===== src/core/stage_counter_pkg.sv =====
// shared constants and types for the stage and up/down counter block
package stage_counter_pkg;

    // register byte offsets on the AHB-Lite slave
    localparam logic [7:0] ADDR_CTRL = 8'h00;
    localparam logic [7:0] ADDR_SCAN = 8'h04;
    localparam logic [7:0] ADDR_STAGE_CLR = 8'h08;
    localparam logic [7:0] ADDR_STAGE_PRESET_K = 8'h0C;
    localparam logic [7:0] ADDR_STAGE_PRESET_V = 8'h10;
    localparam logic [7:0] ADDR_UDC_PRESET_K = 8'h14;
    localparam logic [7:0] ADDR_UDC_PRESET_V = 8'h18;
    localparam logic [7:0] ADDR_STAGE_VALUE = 8'h1C;
    localparam logic [7:0] ADDR_UDC_VALUE = 8'h20;
    localparam logic [7:0] ADDR_STATUS = 8'h24;
    localparam logic [7:0] ADDR_DONE_WORD = 8'h28;
    localparam logic [7:0] ADDR_STAGE_LOC = 8'h2C;
    localparam logic [7:0] ADDR_UDC_LOC = 8'h30;

    // bcd limits and digit handling
    localparam int STAGE_DIGITS = 4;
    localparam int UDC_DIGITS = 8;
    localparam logic [15:0] STAGE_MAX = 16'h9999;
    localparam logic [31:0] UDC_MAX = 32'h9999_9999;
    localparam logic [3:0] DIGIT_MAX = 4'h9;
    localparam logic [3:0] DIGIT_ZERO = 4'h0;
    localparam logic [3:0] DIGIT_ONE = 4'h1;

    // octal 1000 and octal 41140 as word addresses
    localparam logic [15:0] VALUE_WORD_BASE = 16'h0200;
    localparam logic [15:0] DONE_WORD_BASE = 16'h4260;

    // reset values
    localparam logic [15:0] STAGE_PRESET_RST = 16'h0000;
    localparam logic [31:0] UDC_PRESET_RST = 32'h0000_0000;
    localparam logic [31:0] READ_ZERO = 32'h0000_0000;

    // status and clear command bit positions
    localparam int STATUS_STAGE_BIT = 0;
    localparam int STATUS_UDC_BIT = 1;
    localparam int CLR_CMD_BIT = 0;

    // program-driven inputs, one register
    typedef struct packed {
        logic udcPresetFromV;
        logic stagePresetFromV;
        logic udcReset;
        logic downIn;
        logic upIn;
        logic stageActive;
        logic stageIn;
    } ctrl_type;

    localparam ctrl_type CTRL_RST = '{default: 1'b0};

    // captured AHB address phase
    typedef struct packed {
        logic valid;
        logic write;
        logic [7:0] addr;
    } ahb_phase_type;

    localparam ahb_phase_type PHASE_RST = '{valid: 1'b0, write: 1'b0, addr: 8'h00};

endpackage : stage_counter_pkg


===== src/core/scan_edge.sv =====
// off-to-on detector that compares an input between consecutive scans
`timescale 1ns/1ns
`default_nettype none

module scan_edge (
    // clock and reset
    input wire logic mclk,
    input wire logic rstN,
    // scan strobe and sampled level
    input wire logic scan,
    input wire logic level,
    input wire logic gate,
    // result for this scan
    output logic rise
);

    logic prev_q;

    // the last scan's level, updated only when a scan runs
    always_ff @(posedge mclk or negedge rstN) begin
        if (!rstN) begin
            prev_q <= 1'b0;
        end else if (scan) begin
            prev_q <= level;
        end
    end

    assign rise = scan & level & ~prev_q & gate;

endmodule : scan_edge

`default_nettype wire


===== src/core/stage_updown_counters.sv =====
// stage counter and up/down bcd counter behind an AHB-Lite register slave
`timescale 1ns/1ns
`default_nettype none

module stage_updown_counters #(
    parameter logic [7:0] STAGE_NUM = 8'h07,
    parameter logic [7:0] UDC_NUM = 8'h05
) (
    // clock and reset
    input wire logic mclk,
    input wire logic arst_n,
    // AHB-Lite slave
    input wire logic hsel,
    input wire logic [31:0] haddr,
    input wire logic [1:0] htrans,
    input wire logic hwrite,
    input wire logic [2:0] hsize,
    input wire logic [31:0] hwdata,
    input wire logic hready,
    output logic hreadyout,
    output logic hresp,
    output logic [31:0] hrdata,
    // done bits
    output logic stageDone,
    output logic udcDone
);

    // up/down counter needs two counter numbers, all within octal 377
    if (UDC_NUM == 8'hFF || STAGE_NUM == UDC_NUM || STAGE_NUM == UDC_NUM + 8'h01) begin : gBadNum
        $error("counter numbers overlap or exceed range");
    end

    // reset release through two flip-flops
    logic rstMeta_q;
    logic rstN;
    always_ff @(posedge mclk or negedge arst_n) begin
        if (!arst_n) begin
            rstMeta_q <= 1'b0;
            rstN <= 1'b0;
        end else begin
            rstMeta_q <= 1'b1;
            rstN <= rstMeta_q;
        end
    end

    // bcd step by one digit chain, up or down
    function automatic logic [31:0] bcdStep(input logic [31:0] v, input logic up);
        logic [31:0] r;
        logic carry;
        r = v;
        carry = 1'b1;
        for (int i = 0; i < stage_counter_pkg::UDC_DIGITS; i++) begin
            if (carry) begin
                if (up && r[4*i+:4] == stage_counter_pkg::DIGIT_MAX) begin
                    r[4*i+:4] = stage_counter_pkg::DIGIT_ZERO;
                end else if (!up && r[4*i+:4] == stage_counter_pkg::DIGIT_ZERO) begin
                    r[4*i+:4] = stage_counter_pkg::DIGIT_MAX;
                end else if (up) begin
                    r[4*i+:4] = r[4*i+:4] + stage_counter_pkg::DIGIT_ONE;
                    carry = 1'b0;
                end else begin
                    r[4*i+:4] = r[4*i+:4] - stage_counter_pkg::DIGIT_ONE;
                    carry = 1'b0;
                end
            end
        end
        return r;
    endfunction : bcdStep

    // ---------------- bus slave ----------------
    stage_counter_pkg::ahb_phase_type phase_q;
    stage_counter_pkg::ctrl_type ctrl_q;
    logic [15:0] stagePresetK_q;
    logic [15:0] stagePresetV_q;
    logic [31:0] udcPresetK_q;
    logic [31:0] udcPresetV_q;
    logic [15:0] stageVal_q;
    logic [15:0] stageVal_d;
    logic [31:0] udcVal_q;
    logic [31:0] udcVal_d;
    logic stageDone_q;
    logic stageDone_d;
    logic udcDone_q;
    logic [31:0] hrdata_q;
    logic hreadyout_q;
    logic hresp_q;

    wire logic takeAddr = hsel & htrans[1] & hready;
    wire logic [7:0] aOff = haddr[7:0];
    wire logic inMap = (haddr[31:8] == 24'h00_0000) & (haddr[1:0] == 2'b00);
    wire logic wrEn = phase_q.valid & phase_q.write;
    wire logic wrCtrl = wrEn & (phase_q.addr == stage_counter_pkg::ADDR_CTRL);
    wire logic scan = wrEn & (phase_q.addr == stage_counter_pkg::ADDR_SCAN);
    wire logic stageClr = wrEn & (phase_q.addr == stage_counter_pkg::ADDR_STAGE_CLR)
        & hwdata[stage_counter_pkg::CLR_CMD_BIT];
    wire logic wrSpk = wrEn & (phase_q.addr == stage_counter_pkg::ADDR_STAGE_PRESET_K);
    wire logic wrSpv = wrEn & (phase_q.addr == stage_counter_pkg::ADDR_STAGE_PRESET_V);
    wire logic wrUpk = wrEn & (phase_q.addr == stage_counter_pkg::ADDR_UDC_PRESET_K);
    wire logic wrUpv = wrEn & (phase_q.addr == stage_counter_pkg::ADDR_UDC_PRESET_V);

    // address phase captured; only word offsets inside the map become active
    always_ff @(posedge mclk or negedge rstN) begin
        if (!rstN) begin
            phase_q <= stage_counter_pkg::PHASE_RST;
        end else if (hready) begin
            phase_q <= '{valid: takeAddr & inMap, write: hwrite, addr: aOff};
        end
    end

    // program-writable registers
    always_ff @(posedge mclk or negedge rstN) begin
        if (!rstN) begin
            ctrl_q <= stage_counter_pkg::CTRL_RST;
            stagePresetK_q <= stage_counter_pkg::STAGE_PRESET_RST;
            stagePresetV_q <= stage_counter_pkg::STAGE_PRESET_RST;
            udcPresetK_q <= stage_counter_pkg::UDC_PRESET_RST;
            udcPresetV_q <= stage_counter_pkg::UDC_PRESET_RST;
        end else begin
            if (wrCtrl) ctrl_q <= hwdata[$bits(stage_counter_pkg::ctrl_type)-1:0];
            if (wrSpk) stagePresetK_q <= hwdata[15:0];
            if (wrSpv) stagePresetV_q <= hwdata[15:0];
            if (wrUpk) udcPresetK_q <= hwdata;
            if (wrUpv) udcPresetV_q <= hwdata;
        end
    end

    // preset source selected by the program
    wire logic [15:0] stagePreset = ctrl_q.stagePresetFromV ? stagePresetV_q : stagePresetK_q;
    wire logic [31:0] udcPreset = ctrl_q.udcPresetFromV ? udcPresetV_q : udcPresetK_q;

    // ---------------- stage counter ----------------
    logic stageActivePrev_q;
    logic stageRise;
    logic upRise;
    logic downRise;

    // stage active flag as seen on the previous scan
    always_ff @(posedge mclk or negedge rstN) begin
        if (!rstN) begin
            stageActivePrev_q <= 1'b0;
        end else if (scan) begin
            stageActivePrev_q <= ctrl_q.stageActive;
        end
    end

    scan_edge stageEdge (
        .mclk(mclk),
        .rstN(rstN),
        .scan(scan),
        .level(ctrl_q.stageIn),
        .gate(stageActivePrev_q),
        .rise(stageRise)
    );

    wire logic stageAtMax = (stageVal_q == stage_counter_pkg::STAGE_MAX);
    wire logic [31:0] stageStep = bcdStep({16'h0000, stageVal_q}, 1'b1);
    wire logic [15:0] stageInc = stageStep[15:0];
    wire logic stageGe = (stageVal_q >= stagePreset);

    // the value persists across scans; only the clear command zeroes it
    always_comb begin
        stageVal_d = stageVal_q;
        stageDone_d = stageDone_q | stageGe;
        if (stageClr) begin
            stageVal_d = 16'h0000;
            stageDone_d = 1'b0;
        end else if (stageRise && !stageAtMax) begin
            stageVal_d = stageInc;
        end
    end

    // ---------------- up/down counter ----------------
    scan_edge upEdge (
        .mclk(mclk),
        .rstN(rstN),
        .scan(scan),
        .level(ctrl_q.upIn),
        .gate(~ctrl_q.downIn),
        .rise(upRise)
    );

    scan_edge downEdge (
        .mclk(mclk),
        .rstN(rstN),
        .scan(scan),
        .level(ctrl_q.downIn),
        .gate(~ctrl_q.upIn),
        .rise(downRise)
    );

    wire logic udcAtMax = (udcVal_q == stage_counter_pkg::UDC_MAX);
    wire logic udcAtZero = (udcVal_q == 32'h0000_0000);
    wire logic udcGe = (udcVal_q >= udcPreset);
    wire logic [31:0] udcInc = bcdStep(udcVal_q, 1'b1);
    wire logic [31:0] udcDec = bcdStep(udcVal_q, 1'b0);

    // reset is a level sampled at each scan, so it holds zero scan after scan
    always_comb begin
        udcVal_d = udcVal_q;
        if (scan && ctrl_q.udcReset) begin
            udcVal_d = 32'h0000_0000;
        end else if (upRise && !udcAtMax) begin
            udcVal_d = udcInc;
        end else if (downRise && !udcAtZero) begin
            udcVal_d = udcDec;
        end
    end

    always_ff @(posedge mclk or negedge rstN) begin
        if (!rstN) begin
            stageVal_q <= 16'h0000;
            stageDone_q <= 1'b0;
            udcVal_q <= 32'h0000_0000;
            udcDone_q <= 1'b0;
        end else begin
            stageVal_q <= stageVal_d;
            stageDone_q <= stageDone_d;
            udcVal_q <= udcVal_d;
            udcDone_q <= udcGe;
        end
    end

    // ---------------- read side ----------------
    wire logic [15:0] stageValAddr = stage_counter_pkg::VALUE_WORD_BASE + {8'h00, STAGE_NUM};
    wire logic [15:0] udcValAddr = stage_counter_pkg::VALUE_WORD_BASE + {8'h00, UDC_NUM};
    wire logic [15:0] doneWordAddr = stage_counter_pkg::DONE_WORD_BASE + {12'h000, STAGE_NUM[7:4]};
    wire logic [15:0] doneWord = (16'h0001 << STAGE_NUM[3:0]) & {16{stageDone_q}}
        | (16'h0001 << UDC_NUM[3:0]) & {16{udcDone_q && UDC_NUM[7:4] == STAGE_NUM[7:4]}};
    wire logic [31:0] statusWord = (32'h0000_0001 << stage_counter_pkg::STATUS_STAGE_BIT)
        & {32{stageDone_q}} | (32'h0000_0001 << stage_counter_pkg::STATUS_UDC_BIT)
        & {32{udcDone_q}};

    logic [31:0] readMux;
    always_comb begin
        unique case (aOff)
            stage_counter_pkg::ADDR_CTRL: readMux = {25'h000_0000, ctrl_q};
            stage_counter_pkg::ADDR_STAGE_PRESET_K: readMux = {16'h0000, stagePresetK_q};
            stage_counter_pkg::ADDR_STAGE_PRESET_V: readMux = {16'h0000, stagePresetV_q};
            stage_counter_pkg::ADDR_UDC_PRESET_K: readMux = udcPresetK_q;
            stage_counter_pkg::ADDR_UDC_PRESET_V: readMux = udcPresetV_q;
            stage_counter_pkg::ADDR_STAGE_VALUE: readMux = {16'h0000, stageVal_q};
            stage_counter_pkg::ADDR_UDC_VALUE: readMux = udcVal_q;
            stage_counter_pkg::ADDR_STATUS: readMux = statusWord;
            stage_counter_pkg::ADDR_DONE_WORD: readMux = {doneWordAddr, doneWord};
            stage_counter_pkg::ADDR_STAGE_LOC: readMux = {doneWordAddr, stageValAddr};
            stage_counter_pkg::ADDR_UDC_LOC: readMux = {udcValAddr + 16'h0001, udcValAddr};
            default: readMux = stage_counter_pkg::READ_ZERO;
        endcase
    end

    // zero-wait slave: read data is latched at the address phase
    always_ff @(posedge mclk or negedge rstN) begin
        if (!rstN) begin
            hrdata_q <= stage_counter_pkg::READ_ZERO;
            hreadyout_q <= 1'b0;
            hresp_q <= 1'b0;
        end else begin
            hreadyout_q <= 1'b1;
            hresp_q <= 1'b0;
            if (takeAddr && !hwrite && inMap) begin
                hrdata_q <= readMux;
            end else if (takeAddr) begin
                hrdata_q <= stage_counter_pkg::READ_ZERO;
            end
        end
    end

    assign hrdata = hrdata_q;
    assign hreadyout = hreadyout_q;
    assign hresp = hresp_q;
    assign stageDone = stageDone_q;
    assign udcDone = udcDone_q;
endmodule : stage_updown_counters

`default_nettype wire


===== config.mk =====
export PLATFORM = sky130hd
export DESIGN_NAME = stage_updown_counters
export DESIGN_NICKNAME = d
export VERILOG_FILES = /design/src/core/stage_counter_pkg.sv /design/src/core/scan_edge.sv /design/src/core/stage_updown_counters.sv
export SDC_FILE = /design/constraint.sdc
export NUM_CORES = 1
export LEC_CHECK = 0
export ABC_AREA = 1
export BUFFER_PORTS_ARGS = -buffer_cell sky130_fd_sc_hd__clkbuf_2
export CAP_MARGIN = 20
export CORE_UTILIZATION = 61
export DETAILED_ROUTE_END_ITERATION = 10
export GPL_TIMING_DRIVEN = 0
export PLACE_DENSITY_LB_ADDON = 0.05
export SYNTH_ARGS = -nofsm -noshare
export SYNTH_HDL_FRONTEND = slang
export SYNTH_SLANG_ARGS = --single-unit

===== constraint.sdc =====
create_clock -name mclk -period 7.4 [get_ports mclk]
set_input_delay 1.48 -clock mclk [delete_from_list [all_inputs] [get_ports mclk]]
set_output_delay 1.48 -clock mclk [all_outputs]
set_load 0.005 [all_outputs]

# ---- After elaboration in Yosys (flattened, before gate mapping)
# Index checks and enable logic that the tools add are counted.
dict set report totals {
  mem_count 0
  rom_bits 0
  regBits 202
  ram_bits 0
  output_inout_bits 36
  wordCells 250
  latch_bits 0
  input_bits 74
}
dict set report op_classes {
  n_reduce_logical 46
  n_mux 79
  multipliers 0
  shifts 0
  n_lt_le_gt_ge 2
  addsub 20
  eq_ne 37
  bitwise 30
  n_div 0
}
# operator count
set op_table {}
lappend op_table {{one-hot mux 32 bit (11 select lines)} 1}
lappend op_table {{two-way mux 32 bit} 6}
lappend op_table {{two-way mux 4 bit} 37}
lappend op_table {{equality test 8 x 5 -> 1 bit, second input constant} 7}
lappend op_table {{adder 4 x 1 -> 4 bit, second input constant} 12}
lappend op_table {{equality test 4 bit, second input constant} 12}
lappend op_table {{two-way mux 16 bit} 3}
lappend op_table {{equality test 8 x 6 -> 1 bit, second input constant} 5}
lappend op_table {{equality test 32 bit, second input constant} 1}
lappend op_table {{>= comparator 32 bit} 1}
lappend op_table {{zero test 32 bit} 1}
lappend op_table {{zero test 4 bit} 8}
lappend op_table {{two-way mux 1 bit} 32}
lappend op_table {{subtractor 4 x 1 -> 4 bit, second input constant} 8}
lappend op_table {{equality test 8 x 4 -> 1 bit, second input constant} 3}
lappend op_table {{zero test 24 bit} 1}
lappend op_table {{nonzero test 3 bit} 8}
lappend op_table {{AND 1 bit} 22}
lappend op_table {{!= test 3 bit, second input constant} 7}
lappend op_table {{AND reduction 3 bit} 7}
lappend op_table {{equality test 16 bit, second input constant} 1}
lappend op_table {{>= comparator 16 bit} 1}
lappend op_table {{zero test 8 bit} 2}
lappend op_table {{nonzero test 2 bit} 5}
lappend op_table {{other kinds (9)} 23}

# ---- Logic depth before layout (Yosys ltp)
dict set report logic_depth {
  word_depth 12
  depth_mapped 14
  depth_no_buf 12
}

# ---- Cells and area by module
# Synthesis repeated with hierarchy kept, for this count alone.
dict set report hier_totals {
  hier_cells 1700
  hier_area_um2 12294.3
}
# module seq_area_each_um2 n_inst cells_each area_each_um2
set modules_own_cells {}
lappend modules_own_cells {stage_updown_counters 4979.8 1 1676 12140.4}
lappend modules_own_cells {scan_edge 25.0 3 8 51.3}

# ---- Worst setup path before layout
# OpenSTA, ideal clock, no wires.
dict set report synth_timing {
  path_type {input to register}
  from {in haddr[7]}
  to {reg hrdata_q[1], in the netlist hrdata[1]}
  setup_ns 0.066
  n_path_buf 1
  t_arrival_ns 2.622
  slack_ns 4.712
  required_ns 7.334
  stages 10
  path_cell_list {nor2_1 > nand3_1 > nor2_2 > inv_1 > clkbuf_1 > o22ai_1 > nor2_1 > nand3_1 > nand2_1 > nand2_1}
}
dict set report synth_between {
  elab_chain_len 3
  elab_cells_between_ends 13
  cone_classes {eq/ne (10); mux (2); reduce/logical (1)}
}
# item line
set synth_lines {}
lappend synth_lines {{start, declared} stage_updown_counters.sv:14} ;# input wire logic [31:0] haddr,
lappend synth_lines {{equality test 8 x 6 -> 1 bit, or another cell as far along} stage_updown_counters.sv:235} ;# unique case (aOff)
lappend synth_lines {{one-hot mux 32 bit (11 select lines) *} stage_updown_counters.sv:235}
lappend synth_lines {{two-way mux 32 bit *} stage_updown_counters.sv:260} ;# if (takeAddr && !hwrite && inMap) begin
lappend synth_lines {{end signal, assigned} stage_updown_counters.sv:254} ;# hrdata_q <= stage_counter_pkg::READ_ZERO;
lappend synth_lines {{end signal, assigned} stage_updown_counters.sv:261} ;# hrdata_q <= readMux;
lappend synth_lines {{end signal, assigned} stage_updown_counters.sv:263} ;# hrdata_q <= stage_counter_pkg::READ_ZERO;
lappend synth_lines {{end, declared} stage_updown_counters.sv:84} ;# logic [31:0] hrdata_q;
# Every way passes the cells marked *; elsewhere a longest branch is shown, timed or not.
# A chain may end at the register's enable or synchronous reset.

# ---- Worst setup path in the final report
dict set report layout_timing {
  from {in haddr[7]}
  to {reg hrdata_q[5], in the netlist hrdata[5]}
}
# The elaborated chain is that of the path after synthesis.

==> flow_summary.yaml <==
floorplanning:
  die_w_um: 145.3
  core_mm2: 0.02017
  die_h_um: 145.3
  initial_core_util: 0.6210
  ioPinCount: 110
  die-area_mm2: 0.02111
  rows: 52
worst_setup_path:
  cp_max_fo: 10
  r2r-start: "ctrl_q[6]$_DFFE_PN0P_"
  cp_slowest_cell: "nor2_2"
  critPathArrivalTime_ps: 3920
  worstPathCellList: "clkbuf_2 > nor2_1 > nand3_1 > nor2_2 > inv_1 > clkbuf_1 > o22ai_1 > nor2_1 > nand3_1 > nand2_1 > nand2_1"
  critical_path_class: "in -> reg"
  cp.required_ps: 7870
  rr_worst_depth: 8
  slowest_delay_ps: 580
  crit_path_end_kind: "flip-flop"
  rrSetupSlack_ps: 4400
  worstReg2RegEnd: "udcDone$_DFF_PN0_"
  startpoint_type: "primary input"
clock_tree:
  clk_latency_ps: 560
  post_cts_buffers: 0
  clk_pin_slew_ps: 60
  cts_made_buffers: 24
  cts_root_buffer: "clkbuf_16"
  cts_tree: "built"
  cts.sinks: 202
  ctsResizeCount: 0
  hold_buffers: 0
  clk_path_buf_depth: 3
  htreeDepth: 1
synth:
  synth_edf_count: 0
  yosys_warnings: 0
  seq_area_frac_synth: 0.4036
  ys_types: 51
  synthCells: 1699
  ys.flop_type: "dfrtp_1"
  ys_seq_elements: 202
  synth_top_area_share: 0.4036
  syn-mean-instance-area_um2: 7.372
  syn_area_mm2: 0.01253
  yosysTopAreaCell: "dfrtp_1"
  synthTopCellsByArea: "dfrtp_1 40%, nand2_1 15%, o21ai_0 9.7%, ha_1 5.6%, inv_1 5.2%"
  async_flop_share: 1.000
cells_and_area:
  final_core_util: 0.7069
  layout_common_cells: "505 x nand2_1, 243 x o21ai_0, 201 x dfrtp_1, 174 x inv_1, 103 x clkbuf_2"
  area_growth_pct: 13.83
  fill_cells: 1751
  nets: 1962
  num_antenna_cells: 0
  fin_area_mm2: 0.01426
  layout_commonest_cell: "nand2_1"
  drive_above_1_share: 0.1324
timing:
  layout_min_cycle_time_ps: 3445
  tightest_slew_ps: 832.6
  finalCritPeriodShare: 0.4655
  tns_ps: 0
  rsz0062_at_grt: "no"
  drv_slew: 0
  finalHoldViolCount: 0
  clock_skew_ps: 31.14
  layout_setup_ws_ps: 3955
  timing.fmax_mhz: 290.3
  slew_headroom: 0.4390
  final-setup-viol-count: 0
place:
  hpwl_um: 29180
  place.gp.congestion: 0.9577
  io_buffers: 103
  pre_cts_slack_ps: 3540
  post_dp_cell_area_mm2: 0.01347
worst_hold_path:
  hold_class: "reg -> async"
routing:
  drcViolationCount: 0
  drt.antenna.violating_nets: 0
  routed_via_density: 5.902
  drt_wl_total_um: 39060
  wl_per_cell_um: 18.42
  dr.pass1.iters: 7
  drt_iter0_drc: 1391
  via_count: 12510
pwr:
  finalPower_w: 0.002376
  p_leak_nw: 7.761
  ir_worst_vdd_mv: 0.1551
  p_per_area_mw_per_mm2: 166.6
grt:
  grt_max_degree: 65
  gr-usage-all-layers: 0.3759
  grt_pass1_vias: 11440
  overflow: 0
  grt_pass1_wl_um: 61530
  antenna_found_initial: 0
run_status:
  status: "completed"
flow_run:
  drv_cap: 0
[synthesized netlist by cell type, types with 3 or more instances]
| cell type | number |
|---|---|
| a211oi_1 | 4 |
| ha_1 | 56 |
| o31ai_1 | 4 |
| xor2_1 | 8 |
| nand2_2 | 5 |
| a221oi_1 | 4 |
| o2111ai_1 | 3 |
| o21ai_0 | 243 |
| mux2i_1 | 11 |
| nor3_1 | 14 |
| buf_2 | 7 |
| nor2_4 | 9 |
| nand4_1 | 24 |
| nor4_1 | 5 |
| dfrtp_1 | 202 |
| nand2_1 | 505 |
| o22ai_1 | 19 |
| nand3_2 | 13 |
| inv_2 | 15 |
| nand2_4 | 6 |
| nand3_4 | 3 |
| nor2_2 | 15 |
| o21ai_1 | 21 |
| nor2_1 | 96 |
| o211ai_1 | 3 |
| o21ai_2 | 3 |
| a21oi_1 | 61 |
| buf_6 | 4 |
| inv_1 | 174 |
| buf_4 | 7 |
| clkbuf_1 | 40 |
| clkinv_1 | 4 |
| nand3_1 | 83 |
[cell type report]
class,instances,area [um^2],share of cell area
flip-flops and latches,202,5059,0.3548
multi-input cells,1245,6432,0.4511
inverters,193,724.4,0.05081
well taps,270,337.8,0.02369
repair buffers,106,598.1,0.04194
plain buffers,60,317.8,0.02229
clock buffers,36,715.7,0.05019
clock inverters,8,73.82,0.005177
[layer usage]
| metal | track usage | share of wire | vias up |
|---|---|---|---|
| li1 | - | - | 5869 |
| met1 | 0.5494 | 0.42 | 5849 |
| met2 | 0.5651 | 0.43 | 673 |
| met3 | 0.05692 | 0.11 | 122 |
| met4 | 0.1416 | 0.041 | 0 |
| met5 | 0 | 0 | - |
[report_power, final]
group          switching [W]  leakage, nW  internal [W]
clock               0.000497        0.383      0.000673
sequential        0.00000889         2.23       0.00111
combinational      0.0000573         5.15     0.0000282
total               0.000563         7.76       0.00181
[critical path, delay by kind of cell]
family          cells  cell delay, ps
compound gates      1             260
simple gates        7            1320
buf+inv             3             850
[sequential cells by signal, indices dropped and copies added, names as in the netlist]
name	flops
stageDone	1
stageActivePrev_q	1
stagePresetK_q	16
rstMeta_q	1
phase_q	10
hreadyout	1
stageVal_q	16
udcVal_q	32
stageEdge.prev_q	1
ctrl_q	7
stagePresetV_q	16
hrdata	32
udcDone	1
udcPresetK_q	32
udcPresetV_q	32
upEdge.prev_q	1
downEdge.prev_q	1
rstN	1
[stage by stage]
stage / hold WS [ps] / cells
after floorplan: 331.2 / 1700
after global placement: 344.0 / 2073
after detailed placement: 339.2 / 2076
after CTS: 346.4 / 2120
after global routing: 374.4 / 2120
final: 316.6 / 2120
[how the worst max path moves through the flow]
| stage | start | endpoint | cells past startpoint |
|---|---|---|---|
| 6_report | haddr[7] | hrdata[5]$_DFFE_PN0P_ | 11 |
| 5_1_grt | haddr[7] | hrdata[0]$_DFFE_PN0P_ | 11 |
| 4_1_cts | haddr[7] | hrdata[5]$_DFFE_PN0P_ | 11 |
| 3_5_place_dp | haddr[7] | hrdata[5]$_DFFE_PN0P_ | 11 |
| 3_3_place_gp | rstN$_DFF_PN0_ | phase_q[6]$_DFFE_PN0P_ | 0 |
| 2_1_floorplan | rstN$_DFF_PN0_ | ctrl_q[0]$_DFFE_PN0P_ | 0 |
[kinds of logic (layout without fill, tap and decap cells)]
logic type / after synthesis / count (layout) / synth area share
AND/OR/NAND/NOR: 788 / 788 / 0.2801
AO/OA/AOI/OAI: 376 / 376 / 0.1597
buffers and inverters: 253 / 403 / 0.08321
flip-flops: 202 / 202 / 0.4036
adder cells (fa/ha/maj): 56 / 56 / 0.05594
multiplexers: 13 / 13 / 0.01059
XOR/XNOR: 9 / 9 / 0.006293
other: 2 / 3 / 0.0005996
No activity file was read; power rests on OpenSTA's default activity.
